===== src/core/ecsr_regs.svh =====
// register layout, reset values and setting codes of the event status block
`ifndef ECSR_REGS_SVH
`define ECSR_REGS_SVH
`define ECSR_W 8
`define ECSR_NREG 4
`define ECSR_LERR 4
`define ECSR_PARITY_BIT 0
`define ECSR_FRAMING_BIT 1
`define ECSR_OVERRUN_BIT 2
`define ECSR_LERR_PAD 5'h00
`define ECSR_EV0_PAD 1'b0
`define ECSR_EV1_PAD 1'b0
`define ECSR_MASK_RST 8'h00
`define ECSR_MASK_MAX 17'h000ff
`define ECSR_FREQ_LO 17'h00078
`define ECSR_FREQ_HI 17'h003e8
`define ECSR_FREQ_RST 1'b1
`define ECSR_HDR_RST 1'b1
`define ECSR_HAND_RST HS_NONE
`define ECSR_HALF_BIT 3
`define ECSR_BIN_LO 2
`define ECSR_BIN_HI 3
`define ECSR_ZERO16 16'h0000
`endif


===== src/core/ecsr_pkg.sv =====
// command codes and setting types of the event status block
package ecsr_pkg;
  typedef enum logic [3:0] {
    CMD_NONE, CMD_ERR_Q, CMD_ESE_W, CMD_ESE_Q, CMD_ESR_Q, CMD_FREQ_W,
    CMD_FREQ_Q, CMD_HAND_W, CMD_HAND_Q, CMD_HDR_W, CMD_HDR_Q
  } ecsr_cmd_t;
  typedef enum logic [1:0] {HS_SOFT, HS_HARD, HS_BOTH, HS_NONE} ecsr_hand_t;
endpackage : ecsr_pkg


===== src/core/ecsr_latch.sv =====
// one 8-bit sticky event latch, cleared when read
`timescale 1ns/1ps
module ecsr_latch (
  input wire logic mclk_i,
  input wire logic resetn_i,
  input wire logic [7:0] set_i,
  input wire logic clear_i,
  output logic [7:0] flags_o
);
  logic [7:0] flags_r;
  logic [7:0] flags_nxt;

  // a set in the read cycle survives into the next read
  assign flags_nxt = (clear_i ? 8'h00 : flags_r) | set_i;
  assign flags_o = flags_r;

  always_ff @(posedge mclk_i or negedge resetn_i) begin
    if (!resetn_i) begin
      flags_r <= 8'h00;
    end else begin
      flags_r <= flags_nxt;
    end
  end
endmodule : ecsr_latch


===== src/core/ecsr_top.sv =====
// event status, enable mask and link setting registers behind the command port
// What this block does
// - parity bit0, framing bit1, overrun bit2 latched
// - error query returns value, then clears
// - error and event replies never carry prefix
// - mask write accepts only 0 to 255
// - all masks zero after power-on
// - fractional argument rounded before storing
// - mask query returns mask, leaves it
// - mask reply prefixed only when header on
// - register 1: first, second, both-pass layout
// - register 2 holds sort classes 1-8
// - register 3: classes 9-14, reject, outside
// - event query returns value, then clears
// - without sorting, registers 2,3 read zero
// - frequency only 120 or 1000, queryable
// - handshake soft, hard, both or none
// - response header on after power-up
`timescale 1ns/1ps
`include "ecsr_regs.svh"
module ecsr_top import ecsr_pkg::*; #(
  parameter bit SORT_EN = 1'b1
) (
  input wire logic mclk_i,
  input wire logic resetn_i,
  input wire logic cmd_valid_i,
  input wire ecsr_cmd_t cmd_code_i,
  input wire logic [1:0] cmd_idx_i,
  input wire logic [15:0] cmd_int_i,
  input wire logic [3:0] cmd_frac_i,
  input wire ecsr_hand_t cmd_hand_i,
  input wire logic cmd_flag_i,
  input wire logic parity_err_i,
  input wire logic framing_err_i,
  input wire logic overrun_err_i,
  input wire logic [6:0] progress_evt_i,
  input wire logic [6:0] judge_evt_i,
  input wire logic [7:0] sort_lo_evt_i,
  input wire logic [7:0] sort_hi_evt_i,
  output logic rsp_valid_o,
  output logic [15:0] rsp_value_o,
  output logic rsp_keyword_o,
  output logic rsp_header_o,
  output logic cmd_reject_o,
  output logic freq_1k_o,
  output ecsr_hand_t handshake_o,
  output logic header_on_o,
  output logic [3:0] summary_o
);
  logic [7:0] mask_r [`ECSR_NREG];
  logic [7:0] mask_nxt [`ECSR_NREG];
  logic [7:0] flags [`ECSR_LERR+1];
  logic [7:0] sets [`ECSR_LERR+1];
  logic [`ECSR_LERR:0] clears;
  logic freq_r;
  logic freq_nxt;
  ecsr_hand_t hand_r;
  ecsr_hand_t hand_nxt;
  logic hdr_r;
  logic hdr_nxt;
  logic rsp_valid_r;
  logic [15:0] rsp_value_r;
  logic [15:0] rsp_value_nxt;
  logic rsp_kw_r;
  logic rsp_hdr_r;
  logic rsp_hdr_nxt;
  logic reject_r;
  logic reject_nxt;
  logic [3:0] summary_r;
  logic [3:0] summary_nxt;

  function automatic logic cmd_is(input logic v, input ecsr_cmd_t c,
                                  input ecsr_cmd_t want);
    cmd_is = v && (c == want);
  endfunction : cmd_is

  // the parser hands over integer and sixteenths; half rounds up
  wire [16:0] arg_rnd = {1'b0, cmd_int_i} +
    {16'h0000, cmd_frac_i[`ECSR_HALF_BIT]};
  wire mask_ok = arg_rnd <= `ECSR_MASK_MAX;
  wire freq_lo = arg_rnd == `ECSR_FREQ_LO;
  wire freq_hi = arg_rnd == `ECSR_FREQ_HI;
  wire is_err_q = cmd_is(cmd_valid_i, cmd_code_i, CMD_ERR_Q);
  wire is_ese_w = cmd_is(cmd_valid_i, cmd_code_i, CMD_ESE_W);
  wire is_ese_q = cmd_is(cmd_valid_i, cmd_code_i, CMD_ESE_Q);
  wire is_esr_q = cmd_is(cmd_valid_i, cmd_code_i, CMD_ESR_Q);
  wire is_freq_w = cmd_is(cmd_valid_i, cmd_code_i, CMD_FREQ_W);
  wire is_freq_q = cmd_is(cmd_valid_i, cmd_code_i, CMD_FREQ_Q);
  wire is_hand_w = cmd_is(cmd_valid_i, cmd_code_i, CMD_HAND_W);
  wire is_hand_q = cmd_is(cmd_valid_i, cmd_code_i, CMD_HAND_Q);
  wire is_hdr_w = cmd_is(cmd_valid_i, cmd_code_i, CMD_HDR_W);
  wire is_hdr_q = cmd_is(cmd_valid_i, cmd_code_i, CMD_HDR_Q);
  wire is_query = is_err_q | is_ese_q | is_esr_q | is_freq_q |
    is_hand_q | is_hdr_q;
  wire sort_on = SORT_EN;

  // link error flags: bits 3..7 stay zero
  assign sets[`ECSR_LERR] = {`ECSR_LERR_PAD, overrun_err_i, framing_err_i,
    parity_err_i};
  assign sets[0] = {`ECSR_EV0_PAD, progress_evt_i};
  assign sets[1] = {`ECSR_EV1_PAD, judge_evt_i};
  // sort flags never latch in the build without sorting
  assign sets[`ECSR_BIN_LO] = sort_on ? sort_lo_evt_i : 8'h00;
  assign sets[`ECSR_BIN_HI] = sort_on ? sort_hi_evt_i : 8'h00;
  assign clears[`ECSR_LERR] = is_err_q;

  genvar g;
  generate
    for (g = 0; g < `ECSR_NREG; g++) begin : g_reg
      assign clears[g] = is_esr_q && (cmd_idx_i == g);
      assign mask_nxt[g] = (is_ese_w && mask_ok && (cmd_idx_i == g)) ?
        arg_rnd[7:0] : mask_r[g];
      assign summary_nxt[g] = |(flags[g] & mask_r[g]);
      always_ff @(posedge mclk_i or negedge resetn_i) begin
        if (!resetn_i) begin
          mask_r[g] <= `ECSR_MASK_RST;
        end else begin
          mask_r[g] <= mask_nxt[g];
        end
      end
    end
    for (g = 0; g <= `ECSR_LERR; g++) begin : g_latch
      ecsr_latch u_latch (
        .mclk_i(mclk_i),
        .resetn_i(resetn_i),
        .set_i(sets[g]),
        .clear_i(clears[g]),
        .flags_o(flags[g])
      );
    end
  endgenerate

  assign freq_nxt = (is_freq_w && (freq_lo || freq_hi)) ? freq_hi :
    freq_r;
  assign hand_nxt = is_hand_w ? cmd_hand_i : hand_r;
  assign hdr_nxt = is_hdr_w ? cmd_flag_i : hdr_r;
  assign reject_nxt = (is_ese_w && !mask_ok) ||
    (is_freq_w && !(freq_lo || freq_hi));

  // error and event replies stay bare whatever the header setting
  assign rsp_hdr_nxt = hdr_r && !(is_err_q || is_esr_q);
  assign rsp_value_nxt =
    is_err_q ? {8'h00, flags[`ECSR_LERR]} :
    is_ese_q ? {8'h00, mask_r[cmd_idx_i]} :
    is_esr_q ? {8'h00, flags[cmd_idx_i]} :
    is_freq_q ? 16'(freq_r ? `ECSR_FREQ_HI : `ECSR_FREQ_LO) :
    is_hand_q ? {14'h0000, hand_r} :
    is_hdr_q ? {15'h0000, hdr_r} : `ECSR_ZERO16;

  always_ff @(posedge mclk_i or negedge resetn_i) begin
    if (!resetn_i) begin
      freq_r <= `ECSR_FREQ_RST;
      hand_r <= `ECSR_HAND_RST;
      hdr_r <= `ECSR_HDR_RST;
      rsp_valid_r <= 1'b0;
      rsp_value_r <= `ECSR_ZERO16;
      rsp_kw_r <= 1'b0;
      rsp_hdr_r <= 1'b0;
      reject_r <= 1'b0;
      summary_r <= 4'h0;
    end else begin
      freq_r <= freq_nxt;
      hand_r <= hand_nxt;
      hdr_r <= hdr_nxt;
      rsp_valid_r <= is_query;
      rsp_value_r <= rsp_value_nxt;
      rsp_kw_r <= is_hand_q | is_hdr_q;
      rsp_hdr_r <= rsp_hdr_nxt;
      reject_r <= reject_nxt;
      summary_r <= summary_nxt;
    end
  end

  assign rsp_valid_o = rsp_valid_r;
  assign rsp_value_o = rsp_value_r;
  assign rsp_keyword_o = rsp_kw_r;
  assign rsp_header_o = rsp_hdr_r;
  assign cmd_reject_o = reject_r;
  assign freq_1k_o = freq_r;
  assign handshake_o = hand_r;
  assign header_on_o = hdr_r;
  assign summary_o = summary_r;
endmodule : ecsr_top


===== config.mk =====
export PLATFORM = sky130hd
export DESIGN_NAME = ecsr_top
export DESIGN_NICKNAME = d
export VERILOG_FILES = /design/src/core/ecsr_pkg.sv /design/src/core/ecsr_latch.sv /design/src/core/ecsr_top.sv
export VERILOG_INCLUDE_DIRS = /design/src /design/src/core
export SDC_FILE = /design/constraint.sdc
export NUM_CORES = 1
export LEC_CHECK = 0
export ABC_CLOCK_PERIOD_IN_PS = 1900
export BUFFER_PORTS_ARGS = -buffer_cell sky130_fd_sc_hd__buf_2
export CAP_MARGIN = 20
export CORE_MARGIN = 3
export CORE_UTILIZATION = 54
export CTS_CLUSTER_DIAMETER = 40
export DETAILED_ROUTE_END_ITERATION = 12
export PLACE_DENSITY_LB_ADDON = 0.08
export SYNTH_ARGS = -nofsm -noshare
export SYNTH_HDL_FRONTEND = slang
export SYNTH_SLANG_ARGS = --single-unit

===== constraint.sdc =====
create_clock -name mclk_i -period 1.9 [get_ports mclk_i]
set_clock_uncertainty 0.05 [all_clocks]
set_input_delay 0.19 -clock mclk_i [delete_from_list [all_inputs] [get_ports mclk_i]]
set_output_delay 0.19 -clock mclk_i [all_outputs]
set_load 0.01 [all_outputs]

== After elaboration in Yosys (flattened, before gate mapping) ==
Cells that the tools add are included.
Widths: inputs -> output; s select.
Storage, ports and cells
  bits in registers: 100
  input bits: 65
  output and inout port bits: 28
  logic and storage cells: 105
Operators by class
  add/sub/neg operators: 1
  magnitude comparators: 3
  eq/ne operators: 15
  mux-type cells: 18
  bitwise logic cells: 16
  reductions and logical operators: 34
Operators with widths (number)
  $mux 8: 9
  $mux 10: 5
  $and 8x8->8: 4
  $reduce_or 8->1: 4
  $bmux 8 s3: 1
  $logic_and 1x1->1: 23
  $add 16x1->17: 1
  $eq 17x10->1 const B: 1
  $eq 17x7->1 const B: 1
  $le 17x8->1 const B: 1
  $bmux 8 s2: 1
  $eq 4x3->1 const B: 4
  $or 8x7->8: 2
  $or 8x8->8: 2
  $eq 4x4->1 const B: 3
  $eq 4x2->1 const B: 2
  $or 8x3->8: 1
  $or 1x1->1: 6
  $eq 2x2->1 const B: 2
  $eq 4x1->1 const B: 1
  $ge 3x4->1 const B: 1
  $ge 3x3->1 const B: 1
  $logic_not 1->1: 3
  $logic_or 1x1->1: 3
  5 further kinds: 5

== Depth between registers and ports, before layout ==
  word-level depth: 8
  gate-level depth with buffers: 9
  gate-level depth less buffers: 8

== Modules after synthesis ==
A second synthesis with hierarchy kept.
Second synthesis, totals
  cells, all modules: 375
  area total of the unflattened synthesis: 4610.7 um2
Modules (own cells, without submodules)
  ecsr_top: instances 1, cells an instance 290, area each 3290.7 um2, seq. area each 1331.3 um2
  ecsr_latch: instances 5, cells an instance 17, area each 264.0 um2, seq. area each 200.2 um2

== Least setup slack after synthesis ==
No wires, ideal clock.
  path kind: in2reg
  start: in cmd_int_i[0]
  end: reg mask_r[10] (netlist bit)
  library setup time: 125 ps
  arrival: 2898 ps
  path slack: -1172 ps
  cell stages on the path: 9
  path through: ha_1 -> ha_1 -> nand4_4 -> or3_1 -> or4b_1 -> a221o_1 -> buf_4 -> nor4_4 -> mux2_2
Between the ends
  longest elaborated chain between the ends: 4
RTL lines
  start: declaration: line ecsr_top.sv:29  | input wire logic [15:0] cmd_int_i,
  $add 16x1->17 (*): line ecsr_top.sv:78  | wire [16:0] arg_rnd = {1'b0, cmd_int_i} +
  $le 17x8->1 (no source line)
  $logic_and 1x1->1 (2 in series): line ecsr_top.sv:111  | assign mask_nxt[g] = (is_ese_w && mask_ok && (cmd_idx_i == g)) ?
  end signal: indexed assignment: line ecsr_top.sv:116  | mask_r[g] <= `ECSR_MASK_RST;
  end signal: indexed assignment: line ecsr_top.sv:118  | mask_r[g] <= mask_nxt[g];
  end: declaration: line ecsr_top.sv:50  | logic [7:0] mask_r [`ECSR_NREG];
Every way passes the cells marked *; elsewhere a longest branch is shown, timed or not.
A chain may end at the register's enable or synchronous reset.

== Final worst setup path ==
  start: in cmd_int_i[0]
  end: reg mask_r[23] (netlist bit)
Same word-level chain as after synthesis.

==> impl_results.md <==
* GRT Residual Overflow at 0
* Root Buffer: clkbuf_8
* Transition time of the tightest slew-check pin at 0.5467 ns
* Simple-Gate Fraction of Synth Area at 12.53%
* Fin crit share at 126.3%
* Pin count of the biggest net entering global routing at 46
* Failing checks: negative setup slack
* Synth area leaders: dfrtp_1, mux2_2, mux4_2
* Area share of the largest cell type after synthesis at just under 50%
* Antenna cells at 0
* Clk sinks at 86
* Worst Hold Class: primary input to flip-flop
* IO Count at a little over 90
* Mux cell area share after synthesis at between 10% and 20%
* Commonest non-fill, non-tap cell in the layout: dfrtp_1
* Flop2flop setup slack at between 0.4 and 0.5 ns
* Via Count at 3566
* Die W at around 95 µm
* DR DRC count at 0
* Clock Latency Late Sink at roughly 0.35 ns
* CP peak stage delay at between 0.4 and 0.5 ns
* Port Buffers at 83
* Yosys top cell by area: dfrtp_1
* 1st-pass router iterations at 5
* CTS buffer count at 9
* Main combinational cell family by area after synthesis: multiplexers
* Routability Congestion at roughly 0.86
* Core Area at approximately 0.0074 mm²
* Async SR Flop Fraction at between 90% and 100%
* Row count at 31
* Hpwl dp at 8457 µm
* Max clock buf depth at 2
* Pwr/cell area at 649.6 mW/mm²
* Synthesized area at approximately 0.0043 mm²
* Antenna violation net count after detailed routing at 0
* Worst-path clk slew at around 0.09 ns
* FILL cells at 464
* Final WS setup at -0.5005 ns
* Total Power at approximately 3.8 mW
* Placed inst area at 0.005191 mm²
* Full die area at roughly 0.009 mm²
* 1st-iter DRT viols at 200
* Status: complete, but fails checks
* Startpoint types: primary input
* Synth Area per Inst at 12.40 µm²
* #FFs+latches synth at 86
* WL per Instance at 19.34 µm
* Worst setup EP type: flip-flop
* P&R area growth vs syn at 38.74%
* Required time worst endpoint at ~2.1 ns
* Initial Util at 57.12%
* Routed wire length at around 12000 µm
* CP startpoint: cmd_int_i[0]
* Adder-cell share of the synthesized area at less than 1%
* Worst setup endpoint: mask_r[23]$_DFFE_PN0P_
* Vias in the first global route at about 3600
* Design area at between 0.005 and 0.006 mm²
* Final Non-Filler Cells at 615
* R2r endpoint: rsp_value_o[7]$_DFF_PN0_
* Seq/Total Area, Yosys at 50.71%
* Initial antenna violation count at 0
* Slew Limit Fails at 0
* Worst EP arrival at around 2.6 ns
* EDFF count, synth at 0
* Relative slew slack at 63.55%
* Via density per instance at slightly below 6
* Compound-gate portion of the synthesized area at between 10 and 15%
* Slowest-stage cell, CP: or4b_1
* H-tree depth reported by CTS at 3
* Fraction of layout cells with a size suffix above 1 at between 40% and 50%
* CTS tree: yes
* Post-layout minimum cycle time at approximately 2.4 ns
* Warnings from Yosys at 0
* Most frequent cells in the layout: dfrtp_1, buf_2, buf_4
* GRT Total Usage at approximately 28%
* # placed instances at 563
* Hold Violations, Final at 0
* Global-route wire length before repair at between 15000 and 20000 µm
* Post-Syn Instances at 343
* Maximum vdd drop at roughly 0.48 mV
* Distinct cells, synth at 51
* # setup viols final at 34
* Final nets at about 580
* Reg2reg path depth at 3
* Fin util at ~79%
* Critical R2R Launch: mask_r[7]$_DFFE_PN0P_
* RSZ-0062 raised after global routing: yes
* Worst Path Max Fanout at 8
* Seq. cell area at around 0.0022 mm²
* Chip height at 94.76 µm
* Cell chain of the critical path: buf_6 > ha_4 > ha_4 > nand4_4 > or3_4 > or4b_1 > a221o_2 > nor4_4 > buf_6 > mux2_2
* Main synth FF type: dfrtp_1
* XOR/XNOR Fraction of Synth Area at about 1.4%
* Setup Crit Path Kind: primary input to flip-flop
* Multi-input gate area at between 0.002 and 0.0025 mm²
* Fmax achieved at about 420 MHz
* Max-capacitance violation count at 0
* P_leak at around 2.7 nW
## final cells by class
class	count	area share (%)
clock buffer	11	2.396
clock inverter	5	1.399
inverter	6	0.3816
multi-input combinational	236	36.23
sequential	86	36.55
tap	99	2.099
timing repair buffer	172	20.95
## metal layers
layer  routed length, µm  GRT usage (%)  vias to the layer above
met4                 170          5.288                        0
met3                 738          5.339                       16
li1                    -              -                     1627
met1                5088          39.27                     1779
met2                5899          47.09                      144
met5                   0              0                        -
## critical path, delay by kind of cell
family / cells / cell delay, ns
simple gates: 4 / 1.07
buf+inv: 2 / 0.25
mux: 1 / 0.34
fa+ha+maj: 2 / 0.27
compound gates: 1 / 0.46
## stage by stage
| step | TNS (ns) | hold slack (ns) | worst slack, ns |
|---|---|---|---|
| after floorplan | -33.31 | -0.1556 | -1.031 |
| after global placement | -36.95 | 0.1439 | -1.132 |
| after detailed placement | -39.13 | 0.1585 | -1.194 |
| after CTS | -15.13 | 0.008386 | -0.4773 |
| after global routing | -16.65 | 0.01099 | -0.5369 |
| final | -15.63 | 0.01114 | -0.5005 |
## power by group
group	switching [mW]	leakage, nW	internal, mW	total (mW)
sequential	0.0214	1.01	1.87	1.90
combinational	0.245	1.54	0.255	0.500
clock	0.659	0.113	0.780	1.44
## Yosys cell counts, types with 2 or more instances
master and count:
dfrtp_1 82, a21o_1 33, mux2_2 32, nand2_1 21
nor2_1 17, mux4_2 15, a22oi_1 14, o21ai_0 12
nand3_1 10, buf_4 8, clkbuf_1 8, nand4_1 8
inv_1 6, nor3_1 5, dfstp_2 4, nand2b_1 4
nor4_4 4, or2_2 4, xnor2_1 4, a211oi_1 3
buf_1 3, mux2_1 3, or3_1 3, xor2_1 3
a222oi_1 2, a22o_1 2, and3_1 2, and4_1 2
ha_1 2, mux2i_1 2, nor4_1 2, o22ai_1 2
o41ai_1 2, or4_1 2
## worst min-delay path by stage
stage	slack, ns	startpoint	to	cells past startpoint
2_1_floorplan	-0.16	resetn_i	cmd_reject_o$_DFF_PN0_	0
3_3_place_gp	0.14	resetn_i	rsp_value_o[8]$_DFF_PN0_	1
3_5_place_dp	0.16	resetn_i	g_latch[4].u_latch.flags_o[1]$_DFF_PN0_	1
4_1_cts	0.008	cmd_hand_i[0]	handshake_o[0]$_DFFE_PN1P_	2
5_1_grt	0.01	cmd_hand_i[1]	handshake_o[1]$_DFFE_PN1P_	2
6_report	0.01	cmd_hand_i[0]	handshake_o[0]$_DFFE_PN1P_	2
## state kept, by name, indices dropped and copies added (netlist names), 2 cells and up
name and count:
g_latch.u_latch.flags_o 33, mask_r 32, rsp_value_o 9, summary_o 4, handshake_o 2
## cells by family (layout without fill, tap and decap cells)
group / after synthesis / count (layout)
flops: 86 / 86
fa+ha+maj: 2 / 2
compound gates: 80 / 80
mux: 52 / 52
buf+inv: 26 / 194
xor+xnor: 7 / 7
simple gates: 89 / 89
other cells: 1 / 6
## repair_timing
item,in CTS,in global routing
setup buffers,1,1
hold buffers,34,0
endpoints found under the setup margin,34,34
pin swaps,6,0
resized for setup,24,6
hold endpoints to repair,70,0
Note: power is estimated with default switching activity, not from simulation.
